<file path="src/inc/clock_gate_pkg.sv">
package clock_gate_pkg;
    // register bus
    localparam int ADDR_W = 8;
    localparam int DATA_W = 32;

    // generators
    localparam int GEN_COUNT = 9;
    localparam int SEL_W = 4;

    // register offsets, byte addresses
    localparam logic [ADDR_W-1:0] CHAN_CTRL_ADDR = 8'h00;
    localparam logic [ADDR_W-1:0] STATUS_ADDR = 8'h04;
    localparam logic [ADDR_W-1:0] GEN_CTRL_BASE = 8'h40;
    localparam logic [ADDR_W-1:0] GEN_DIV_BASE = 8'h80;

    // channel_control_reg fields
    localparam int SEL_LSB = 0;
    localparam int CLOCK_ON_BIT = 14;
    localparam int LOCK_BIT = 15;

    // status register fields
    localparam int BUSY_BIT = 0;

    // generators reloaded with their own number after a user reset
    localparam logic [SEL_W-1:0] RELOAD_FIRST = 4'h4;
    localparam logic [SEL_W-1:0] RELOAD_LAST = 4'h8;

    // reset values
    localparam logic [SEL_W-1:0] SEL_RESET = 4'h0;
    localparam logic [DATA_W-1:0] GEN_CTRL_RESET = 32'h00000000;
    localparam logic [DATA_W-1:0] GEN_DIV_RESET = 32'h00000000;
    localparam logic [DATA_W-1:0] READ_ZERO = 32'h00000000;

    // enable crossing depth, in clock cycles
    localparam int SYNC_STAGES = 2;
endpackage : clock_gate_pkg

</file>
<file path="src/inc/sync_if.sv">
interface sync_if;
    logic request;
    logic effective;
    logic busy;

    modport owner (output request, input effective, input busy);
    modport syncer (input request, output effective, output busy);
endinterface : sync_if

</file>
<file path="src/rtl/enable_sync.sv">
module enable_sync (
    // clock and power reset
    input wire logic clk,
    input wire logic powerResetn,
    // enable crossing
    sync_if.syncer link
);
    logic stage1;
    logic stage2;

    always_ff @(posedge clk) begin
        if (!powerResetn) begin
            stage1 <= 1'b0;
            stage2 <= 1'b0;
        end else begin
            stage1 <= link.request;
            stage2 <= stage1;
        end
    end

    assign link.effective = stage2;
    assign link.busy = link.request != stage2;
endmodule : enable_sync

</file>
<file path="src/rtl/generic_clock_channel_gate.sv">
// Summary of operation
// - enable bit crosses through synchronizer
// - enable reads old value while syncing
// - disable write clears busy after sync
// - disabled channel output has no edges
// - locked channel ignores control writes
// - only power reset clears lock
// - lock also freezes source generator registers
// - user reset reloads generators four..eight, except those in RTC use or feeding the locked channel
module generic_clock_channel_gate (
    // clock and resets
    input wire logic clk,
    input wire logic resetn,
    input wire logic powerResetn,
    // register port
    input wire logic [clock_gate_pkg::ADDR_W-1:0] addr,
    input wire logic [clock_gate_pkg::DATA_W-1:0] wrData,
    input wire logic wrStrobe,
    input wire logic rdStrobe,
    output logic [clock_gate_pkg::DATA_W-1:0] rdData,
    // generator outputs and real-time counter usage
    input wire logic [clock_gate_pkg::GEN_COUNT-1:0] genClkIn,
    input wire logic rtcGenValid,
    input wire logic [clock_gate_pkg::SEL_W-1:0] rtcGenSel,
    // gated channel clock toward the consumers
    output logic chanClk,
    output logic chanClkOn
);
    logic [clock_gate_pkg::SEL_W-1:0] generatorSelect;
    logic configWriteLock;
    logic [clock_gate_pkg::DATA_W-1:0] generator_control_reg [clock_gate_pkg::GEN_COUNT];
    logic [clock_gate_pkg::DATA_W-1:0] generator_divider_reg [clock_gate_pkg::GEN_COUNT];
    logic chanCtrlWrite;
    logic [clock_gate_pkg::DATA_W-1:0] next_rdData;

    sync_if enableLink ();

    enable_sync u_enable_sync (
        .clk(clk),
        .powerResetn(powerResetn),
        .link(enableLink.syncer)
    );

    // decodes a generator register window: {hit, index}
    function automatic logic [clock_gate_pkg::SEL_W:0] genHit(
        input logic [clock_gate_pkg::ADDR_W-1:0] a,
        input logic [clock_gate_pkg::ADDR_W-1:0] base
    );
        logic [clock_gate_pkg::ADDR_W-1:0] offs;
        offs = a - base;
        if (a >= base && a[1:0] == 2'b00
                && offs[clock_gate_pkg::ADDR_W-1:2] < clock_gate_pkg::GEN_COUNT) begin
            genHit = {1'b1, offs[clock_gate_pkg::SEL_W+1:2]};
        end else begin
            genHit = '0;
        end
    endfunction : genHit

    // true when generator i feeds the locked channel
    function automatic logic genLocked(input int i);
        genLocked = configWriteLock
            && generatorSelect == i[clock_gate_pkg::SEL_W-1:0];
    endfunction : genLocked

    assign chanCtrlWrite = wrStrobe && addr == clock_gate_pkg::CHAN_CTRL_ADDR
        && !configWriteLock;

    // lock falls only on power reset
    always_ff @(posedge clk) begin
        if (!powerResetn) begin
            configWriteLock <= 1'b0;
        end else if (chanCtrlWrite && wrData[clock_gate_pkg::LOCK_BIT]) begin
            configWriteLock <= 1'b1;
        end
    end

    // per-channel source choice; locked config survives user reset
    always_ff @(posedge clk) begin
        if (!powerResetn || (!resetn && !configWriteLock)) begin
            generatorSelect <= clock_gate_pkg::SEL_RESET;
            enableLink.request <= 1'b0;
        end else if (chanCtrlWrite) begin
            generatorSelect <= wrData[clock_gate_pkg::SEL_LSB +: clock_gate_pkg::SEL_W];
            enableLink.request <= wrData[clock_gate_pkg::CLOCK_ON_BIT];
        end
    end

    // generator control and divider registers
    always_ff @(posedge clk) begin
        logic [clock_gate_pkg::SEL_W:0] ctrlHit;
        logic [clock_gate_pkg::SEL_W:0] divHit;
        logic keep;
        ctrlHit = genHit(addr, clock_gate_pkg::GEN_CTRL_BASE);
        divHit = genHit(addr, clock_gate_pkg::GEN_DIV_BASE);
        for (int i = 0; i < clock_gate_pkg::GEN_COUNT; i++) begin
            keep = genLocked(i)
                || (rtcGenValid && rtcGenSel == i[clock_gate_pkg::SEL_W-1:0]);
            if (!powerResetn) begin
                generator_control_reg[i] <= clock_gate_pkg::GEN_CTRL_RESET;
                generator_divider_reg[i] <= clock_gate_pkg::GEN_DIV_RESET;
            end else if (!resetn) begin
                if (!keep) begin
                    if (i >= clock_gate_pkg::RELOAD_FIRST && i <= clock_gate_pkg::RELOAD_LAST) begin
                        generator_control_reg[i] <= clock_gate_pkg::DATA_W'(i);
                    end else begin
                        generator_control_reg[i] <= clock_gate_pkg::GEN_CTRL_RESET;
                    end
                    generator_divider_reg[i] <= clock_gate_pkg::GEN_DIV_RESET;
                end
            end else if (wrStrobe && !genLocked(i)) begin
                // source generator of locked channel frozen
                if (ctrlHit[clock_gate_pkg::SEL_W]
                        && ctrlHit[clock_gate_pkg::SEL_W-1:0] == i[clock_gate_pkg::SEL_W-1:0]) begin
                    generator_control_reg[i] <= wrData;
                end
                if (divHit[clock_gate_pkg::SEL_W]
                        && divHit[clock_gate_pkg::SEL_W-1:0] == i[clock_gate_pkg::SEL_W-1:0]) begin
                    generator_divider_reg[i] <= wrData;
                end
            end
        end
    end

    // read mux; data stands one cycle after the strobe
    always_comb begin
        logic [clock_gate_pkg::SEL_W:0] ctrlHit;
        logic [clock_gate_pkg::SEL_W:0] divHit;
        ctrlHit = genHit(addr, clock_gate_pkg::GEN_CTRL_BASE);
        divHit = genHit(addr, clock_gate_pkg::GEN_DIV_BASE);
        next_rdData = clock_gate_pkg::READ_ZERO;
        if (addr == clock_gate_pkg::CHAN_CTRL_ADDR) begin
            next_rdData[clock_gate_pkg::SEL_LSB +: clock_gate_pkg::SEL_W] = generatorSelect;
            next_rdData[clock_gate_pkg::CLOCK_ON_BIT] = enableLink.effective;
            next_rdData[clock_gate_pkg::LOCK_BIT] = configWriteLock;
        end else if (addr == clock_gate_pkg::STATUS_ADDR) begin
            next_rdData[clock_gate_pkg::BUSY_BIT] = enableLink.busy;
        end else if (ctrlHit[clock_gate_pkg::SEL_W]) begin
            next_rdData = generator_control_reg[ctrlHit[clock_gate_pkg::SEL_W-1:0]];
        end else if (divHit[clock_gate_pkg::SEL_W]) begin
            next_rdData = generator_divider_reg[divHit[clock_gate_pkg::SEL_W-1:0]];
        end
    end

    // zero outside the read cycle so stale data is never mistaken
    always_ff @(posedge clk) begin
        if (!powerResetn || !resetn || !rdStrobe) begin
            rdData <= clock_gate_pkg::READ_ZERO;
        end else begin
            rdData <= next_rdData;
        end
    end

    always_ff @(posedge clk) begin
        if (!powerResetn) begin
            chanClk <= 1'b0;
            chanClkOn <= 1'b0;
        end else begin
            // selects past the last generator give no clock rather than an unknown
            chanClk <= enableLink.effective && generatorSelect < clock_gate_pkg::GEN_COUNT
                && genClkIn[generatorSelect];
            chanClkOn <= enableLink.effective;
        end
    end
endmodule : generic_clock_channel_gate

</file>
<file path="config.mk">
export PLATFORM = sky130hd
export DESIGN_NAME = generic_clock_channel_gate
export DESIGN_NICKNAME = d
export VERILOG_FILES = /design/src/inc/clock_gate_pkg.sv /design/src/inc/sync_if.sv /design/src/rtl/enable_sync.sv /design/src/rtl/generic_clock_channel_gate.sv
export SDC_FILE = /design/constraint.sdc
export NUM_CORES = 1
export LEC_CHECK = 0
export BUFFER_PORTS_ARGS = -buffer_cell sky130_fd_sc_hd__buf_2
export CORE_AREA = 2 2 221 223
export DETAILED_ROUTE_END_ITERATION = 12
export DIE_AREA = 0 0 223 225
export GPL_TIMING_DRIVEN = 0
export PLACE_DENSITY = 0.87
export SYNTH_ARGS = -nofsm -noshare
export SYNTH_HDL_FRONTEND = slang
export SYNTH_HIERARCHICAL = 1
export SYNTH_SLANG_ARGS = --single-unit
</file>
<file path="constraint.sdc">
create_clock -name clk -period 4.8 [get_ports clk]
set_clock_uncertainty 0.05 [all_clocks]
set_input_delay 0.48 -clock clk [delete_from_list [all_inputs] [get_ports clk]]
set_output_delay 0.48 -clock clk [all_outputs]
set_load 0.05 [all_outputs]
</file>
==> results of run 1 <==
metal layers:
| layer | track usage (%) | vias to the layer above |
|---|---|---|
| met2 | 54.7 | 1755 |
| li1 | - | 8281 |
| met3 | 8.75 | 408 |
| met5 | 0 | - |
| met4 | 22.3 | 6 |
| met1 | 44.2 | 9837 |
synth_stat cells (6+ instances only):
cell type,count
a211oi_1,27
a21o_1,7
a21oi_1,55
a221o_1,6
a221oi_1,8
a2bb2oi_1,7
a311oi_1,23
a31oi_1,27
a32oi_1,16
and2_1,574
buf_1,7
buf_2,29
clkbuf_1,150
dfxtp_1,42
edfxtp_1,576
mux2_2,26
mux2i_1,52
mux4_2,49
nand2_1,49
nand2b_1,25
nand3_1,13
nand4_1,7
nor2_1,50
nor2b_1,35
nor3_1,30
nor4_1,10
o211ai_1,22
o21ai_0,20
o221ai_1,21
o22ai_1,37
or2_2,15
or3_1,17
or4_1,13
through the flow:
stage	instances	hold slack [ps]	total power [mW]	worst slack, ps	util, %
CTS	2959	97.1	11.7	1130	67.3
floorplan	2131	356	6.67	394	-
finish	2971	149	11.8	947	67.4
detailed placement	2845	375	7.02	464	63.1
global route	2960	130	12.0	882	67.4
global placement	2834	364	6.96	-2640	62.4
logic make-up (layout without fill, tap and decap cells):
kind of cell	count (synthesis)	count (layout)	share of synthesized area [%]
simple gates	864	864	18.4
flops	618	618	63.7
compound gates	327	327	8.32
buf+inv	194	407	2.78
mux	127	127	6.74
xor+xnor	1	1	0.0308
other cells	0	12	0
worst register-to-register path, cell delays in order (launching register included):
cell      delay (ps)
dfxtp_1          310
clkbuf_1         490
nor2_1           130
and3_1           240
nor4_1          1250
nand2b_2         640
buf_16           250
path summary, 6_finish.rpt:
| kind | to | startpoint | cells past startpoint |
|---|---|---|---|
| setup / recovery | generator_divider_reg[1][1] | addr[2] | 7 |
| hold / removal | chanClk | genClkIn[8] | 4 |
| setup reg to reg | generator_divider_reg[1][1] | generatorSelect[1] | 6 |
| hold reg to reg | u_enable_sync/link.effective | u_enable_sync/stage1 | 1 |
cell type report:
class | count | area (µm²) | area share [%]
Sequential cell | 618 | 18100 | 56.6
Multi-Input combinational cell | 1319 | 9620 | 30.0
Clock buffer | 83 | 1720 | 5.38
Buffer | 190 | 776 | 2.42
Tap cell | 615 | 769 | 2.40
Timing Repair Buffer | 99 | 706 | 2.20
Clock inverter | 31 | 273 | 0.851
Antenna cell | 12 | 30.0 | 0.0937
Inverter | 4 | 15.0 | 0.0468
power groups by stage:
stage | Sequential (mW) | Combinational (mW) | Clock [mW]
after floorplan | 6.27 | 0.403 | 0
after global placement | 6.29 | 0.677 | 0
after detailed placement | 6.29 | 0.736 | 0
after CTS | 6.18 | 0.742 | 4.79
after global routing | 6.19 | 0.791 | 4.99
final | 6.18 | 0.768 | 4.82
==> metrics.md, run 1 <==
| Metric | Value |
|---|---|
| CTS tree | `yes` |
| Crit path cell chain | `buf_2, buf_2, nor2b_1, o21ai_0, nor4_1, nand2b_2, buf_16` |
| Antenna Nets Post-Route | `1` |
| Syn_area_per_cell | `around 13 µm²` |
| Worst Setup End Kind | `flop` |
| Critical path's slowest cell | `nor4_1` |
| Area grow syn2layout | `12.6%` |
| Final wirelength | `approximately 90000 µm` |
| R2r setup slk | `1110 ps` |
| Routed len/inst | `29.5 µm` |
| Synthesized netlist cell count | `~2100` |
| Top sig layer | `met5` |
| Critical Path AT | `approximately 4100 ps` |
| Synth area leader | `edfxtp_1` |
| GPL Wtd Cong | `just over 1` |
| Number of global-route vias before repair | `between 20000 and 25000` |
| CTS Buf Count | `61` |
| Clock-pin transition on the worst setup and hold timing paths | `60 ps` |
| Fin crit period | `about 3900 ps` |
| Failing checks | `antenna violations, max-capacitance violations, max-slew violations` |
| Critical Path Most Common Cell | `buf_2` |
| Async S/R FF share, synth | `0%` |
| Via density | `between 6 and 7` |
| Die Height | `225 µm` |
| Yosys warnings | `6` |
| Fmax | `between 200 and 300 MHz` |
| # resized after CTS | `0` |
| Final Max Slew Viols | `7` |
| Initial DRC count | `2924` |
| Final Hold Fails | `0` |
| Clk network pwr share | `around two fifths` |
| DR WL met3 | `11500 µm` |
| Metal2 WL | `around 39000 µm` |
| Setup Buffers After CTS | `0` |
| GRT Overall Usage | `about a third` |
| Synthesized flop and latch total | `618` |
| Net Sw Power | `between 2 and 3 mW` |
| Least-Margin Pin Slew | `1570 ps` |
| Leak | `about 12 nW` |
| Sink Count | `618` |
| Bufs and invs on worst path | `3` |
| First-pass DRT Iterations | `6` |
| Root Buffer | `clkbuf_16` |
| CP startpoint kind | `input pin` |
| Post-synthesis cell type count | `72` |
| Number of synthesized flops with an enable pin | `between 500 and 600` |
| Fillcell total | `around 3300` |
| Largest stage delay on the critical path | `between 1000 and 1500 ps` |
| Met1 Wirelength | `~30000 µm` |
| GRT Residual Overflow | `0` |
| Leading cell types in the layout, fill and taps excluded | `576 x edfxtp_1, 574 x and2_1, 164 x clkbuf_1, 117 x buf_2, 64 x clkbuf_16` |
| Crit path kind | `in2reg` |
| Seq pwr share | `a little over half` |
| Switching power share of the total | `a little under a quarter` |
| Worst Path Required | `between 5000 and 6000 ps` |
| Post-DP Area | `between 0.03 and 0.04 mm²` |
| Post-synth top area share | `60.8%` |
| Die W | `between 200 and 250 µm` |
| Starting Density | `about three fifths` |
| Status | `complete, but fails checks` |
| Placed wire-length estimate | `roughly 61000 µm` |
| Pwr dens | `roughly 370 mW/mm²` |
| Max_cap viols | `1` |
| Nets@finish | `between 2000 and 2500` |
| CTS max path bufs | `3` |
| Clk Latency, worst-skew pair | `between 600 and 700 ps` |
| Share of cells above drive strength 1 | `between 10% and 20%` |
| Synth Net Count | `2190` |
| First-pass GRT wire length | `127000 µm` |
| Most common cell after layout, fill and taps aside | `edfxtp_1` |
| Post-Route Setup TNS | `0 ps` |
| Sequential element share of the synthesized area | `about 64%` |
| Period utilisation layout | `80.3%` |
| RSZ-0062 raised after global routing | `false` |
| Clock H-tree levels | `2` |
| Via count | `a little over 20000` |
| I/O pin count | `93` |
| Critical-path maximum fanout | `20` |
| Cell Area, Synth | `about 0.028 mm²` |
| Comb pwr share | `6.5%` |
| Top cells by area, synth | `edfxtp_1 61%, and2_1 13%, mux4_2 3.9%` |
| Row count | `80` |
| Peak supply drop | `around 310 µV` |
| Hold buffer count at CTS | `0` |
| Design area | `between 0.03 and 0.04 mm²` |
| Placeable Area | `0.0475 mm²` |
| P_int | `9.06 mW` |
| Port Buffers | `~90` |
| DRC | `0` |
| Pin count of the biggest net entering global routing | `33` |
| Slew margin rel. | `-5.74%` |
| Worst min path class | `in2reg` |
| Antenna violations before repair | `9` |
| Die ar. | `between 0.05 and 0.06 mm²` |
| Final setup viols | `0` |
| Ys flop type | `edfxtp_1` |
| Delay-heaviest family, CP | `simple AND/OR/NAND/NOR gates` |
Power figures use the tool's default switching activity.
==> inputs of run 2 (changes only) <==
==> constraint.sdc (replaced) <==
create_clock -name clk -period 3.55 [get_ports clk]
set_clock_uncertainty 0.05 [all_clocks]
set_input_delay 0.355 -clock clk [delete_from_list [all_inputs] [get_ports clk]]
set_output_delay 0.355 -clock clk [all_outputs]
set_load 0.05 [all_outputs]
==> run 2 against run 1 <==
  * The flow now finishes without violations
  * Clock-buffer cell count decreased by 3
  * Cell count decreased by 0.20%
  * Worst setup slack got worse by 920 ps
  * First-iteration DRC count increased by 6.7%
  * Design area about the same
  * Sequential power increased by 35%
  * Wire length decreased by 1.4%
  * Critical path depth increased by 2
  * Largest cell class unchanged
==> metrics.md, run 2 (synthesis results as in run 1) <==
| Metric | Value |
|---|---|
| Status | `completed (was complete, but fails checks)` |
| Max_cap viols | `0 (was 1)` |
| Routed len/inst | `29.1 µm (was 29.5 µm)` |
| Largest stage delay on the critical path | `710 ps (was 1300 ps)` |
| Fillcell total | `3254 (was 3255)` |
| Die ar. | `0.0502 mm² (unchanged)` |
| CTS Buf Count | `60 (was 61)` |
| Final wirelength | `86400 µm (was 87600 µm)` |
| Antenna Nets Post-Route | `0 (was 1)` |
| Crit path kind | `in2reg (unchanged)` |
| Slew margin rel. | `5.06% (was -5.74%)` |
| CTS max path bufs | `3 (unchanged)` |
| GRT Residual Overflow | `0 (unchanged)` |
| Top sig layer | `met5 (unchanged)` |
| Metal2 WL | `39000 µm (was 39300 µm)` |
| Final Max Slew Viols | `0 (was 7)` |
| Fmax | `about 280 MHz` |
| Row count | `80 (unchanged)` |
| Root Buffer | `clkbuf_16 (unchanged)` |
| Initial DRC count | `3119 (was 2924)` |
| Met1 Wirelength | `30700 µm (was 30400 µm)` |
| Worst Setup End Kind | `flop (unchanged)` |
| Placed wire-length estimate | `60300 µm (was 61000 µm)` |
| Final hold slack | `52.4 ps (was 149 ps)` |
| Crit path cell chain | `buf_2, buf_2, buf_2, buf_2, buf_2, nand3_1, nor2_1, clkbuf_1, and2_1 (was buf_2, buf_2, nor2b_1, o21ai_0, nor4_1, nand2b_2, buf_16)` |
| GPL Wtd Cong | `1.03 (was 1.04)` |
| Critical-path maximum fanout | `10 (was 20)` |
| Via density | `6.77 (was 6.83)` |
| Nets@finish | `2352 (unchanged)` |
| Die Height | `225 µm (unchanged)` |
| Design area | `0.0321 mm² (was 0.0320 mm²)` |
| Die W | `223 µm (unchanged)` |
| Final Hold Fails | `0 (unchanged)` |
| Critical Path AT | `3980 ps (was 4140 ps)` |
| Worst min path class | `in2reg (unchanged)` |
| Final Util | `67.4% (about the same)` |
| Worst Path Required | `4010 ps (was 5080 ps)` |
| Pin count of the biggest net entering global routing | `33 (unchanged)` |
| Most common cell after layout, fill and taps aside | `edfxtp_1 (unchanged)` |
| RSZ-0062 raised after global routing | `false (unchanged)` |
| Critical Path Most Common Cell | `buf_2 (unchanged)` |
| Area grow syn2layout | `12.7% (was 12.6%)` |
| Leading cell types in the layout, fill and taps excluded | `576 x edfxtp_1, 574 x and2_1, 161 x clkbuf_1, 117 x buf_2, 64 x clkbuf_16 (was 576 x edfxtp_1, 574 x and2_1, 164 x clkbuf_1, 117 x buf_2, 64 x clkbuf_16)` |
| R2r setup slk | `90 ps (was 1110 ps)` |
| First-pass DRT Iterations | `6 (unchanged)` |
| Post-DP Area | `0.0300 mm² (about the same)` |
| Number of global-route vias before repair | `19700 (was 20200)` |
| Least-Margin Pin Slew | `1410 ps (was 1570 ps)` |
| First-pass GRT wire length | `125000 µm (was 127000 µm)` |
| Placeable Area | `0.0475 mm² (unchanged)` |
| DRC | `0 (unchanged)` |
| Peak supply drop | `474 µV (was 315 µV)` |
| Sink Count | `618 (unchanged)` |
| Clk Latency, worst-skew pair | `660 ps (was 640 ps)` |
| CP startpoint kind | `input pin (unchanged)` |
| GRT Overall Usage | `34.6% (was 35.0%)` |
| Pwr dens | `496 mW/mm² (was 367 mW/mm²)` |
| DR WL met3 | `11300 µm (was 11500 µm)` |
| Clock-pin transition on the worst setup and hold timing paths | `70 ps (was 60 ps)` |
| Share of cells above drive strength 1 | `15.4% (was 15.1%)` |
| Clock H-tree levels | `2 (unchanged)` |
| I/O pin count | `93 (unchanged)` |
| Via count | `20100 (was 20300)` |
| Port Buffers | `88 (unchanged)` |
| Starting Density | `59.8% (unchanged)` |
| CTS tree | `yes (unchanged)` |
| Critical path's slowest cell | `clkbuf_1 (was nor4_1)` |
| Leak | `12.0 nW (about the same)` |
| Final setup viols | `0 (unchanged)` |
| Antenna violations before repair | `5 (was 9)` |
| Period utilisation layout | `approximately 99%` |
| Fin crit period | `roughly 3500 ps` |
-- run 2: changes by cell type in the layout (fill, tap and decap cells not counted), moves of 2 or more --
cell           before  now
dlygate4sd3_1       0    2
inv_6               2    0
clkbuf_1          164  161
nor4_2              0    2
diode_2            12    5
clkinv_2           14   20
clkinvlp_4          1    4
clkinv_1            7    4
nor4_1             10    8
-- run 2: power by group --
group          switching (mW)  internal, mW
sequential             0.0960          8.25
clock                    2.85          3.66
combinational           0.729         0.309
total                    3.67          12.2
-- run 2: timing repair --
action / CTS / global route
resized for setup: 0 / 4
setup buffers: 0 / 0
endpoints found under the hold margin: 3 / 0
hold buffers: 2 / 0
endpoints found under the setup margin: 0 / 103
-- run 2: layout make-up --
class                           instances  area [µm²]  area share (%)
Tap cell                              615         769            2.40
Timing Repair Buffer                  101         718            2.24
Inverter                                4        15.0          0.0468
Buffer                                189         772            2.41
Antenna cell                            5        12.5          0.0390
Clock inverter                         34         295           0.921
Clock buffer                           80        1700            5.31
Sequential cell                       618       18100            56.6
Multi-Input combinational cell       1319        9640            30.1
-- run 2: metrics by stage --
stage | setup TNS [ps] | setup WS [ps] | instances | total power [mW]
2_1_floorplan | -69920 | -731 | 2131 | 9.02
3_3_place_gp | -739070 | -3730 | 2834 | 9.42
3_5_place_dp | -106520 | -584 | 2845 | 9.49
4_1_cts | 0 | 56.7 | 2961 | 15.8
5_1_grt | 0 | 18.0 | 2960 | 16.2
6_report | 0 | 24.0 | 2965 | 15.9
-- run 2: metal layers --
metal  vias up  global-route usage [%]
met5         -                       0
met4         4                    18.3
met3       344                    8.96
met2      1637                    54.3
met1      9821                    44.8
li1       8262                       -
-- run 2: worst paths after layout --
path,startpoint,end,cells after the start
worst max-delay path,addr[3],generator_divider_reg[6][5],9
worst min-delay path,wrData[25],generator_divider_reg[1][25],2
worst max register to register,generatorSelect[2],generator_divider_reg[2][2],6
worst min register to register,u_enable_sync/stage1,u_enable_sync/link.effective,1
-- run 2: worst max-delay path, delay by kind of cell --
family	cells	cell delay, ps
and+or+nand+nor	3	1210
buffers and inverters	6	2390
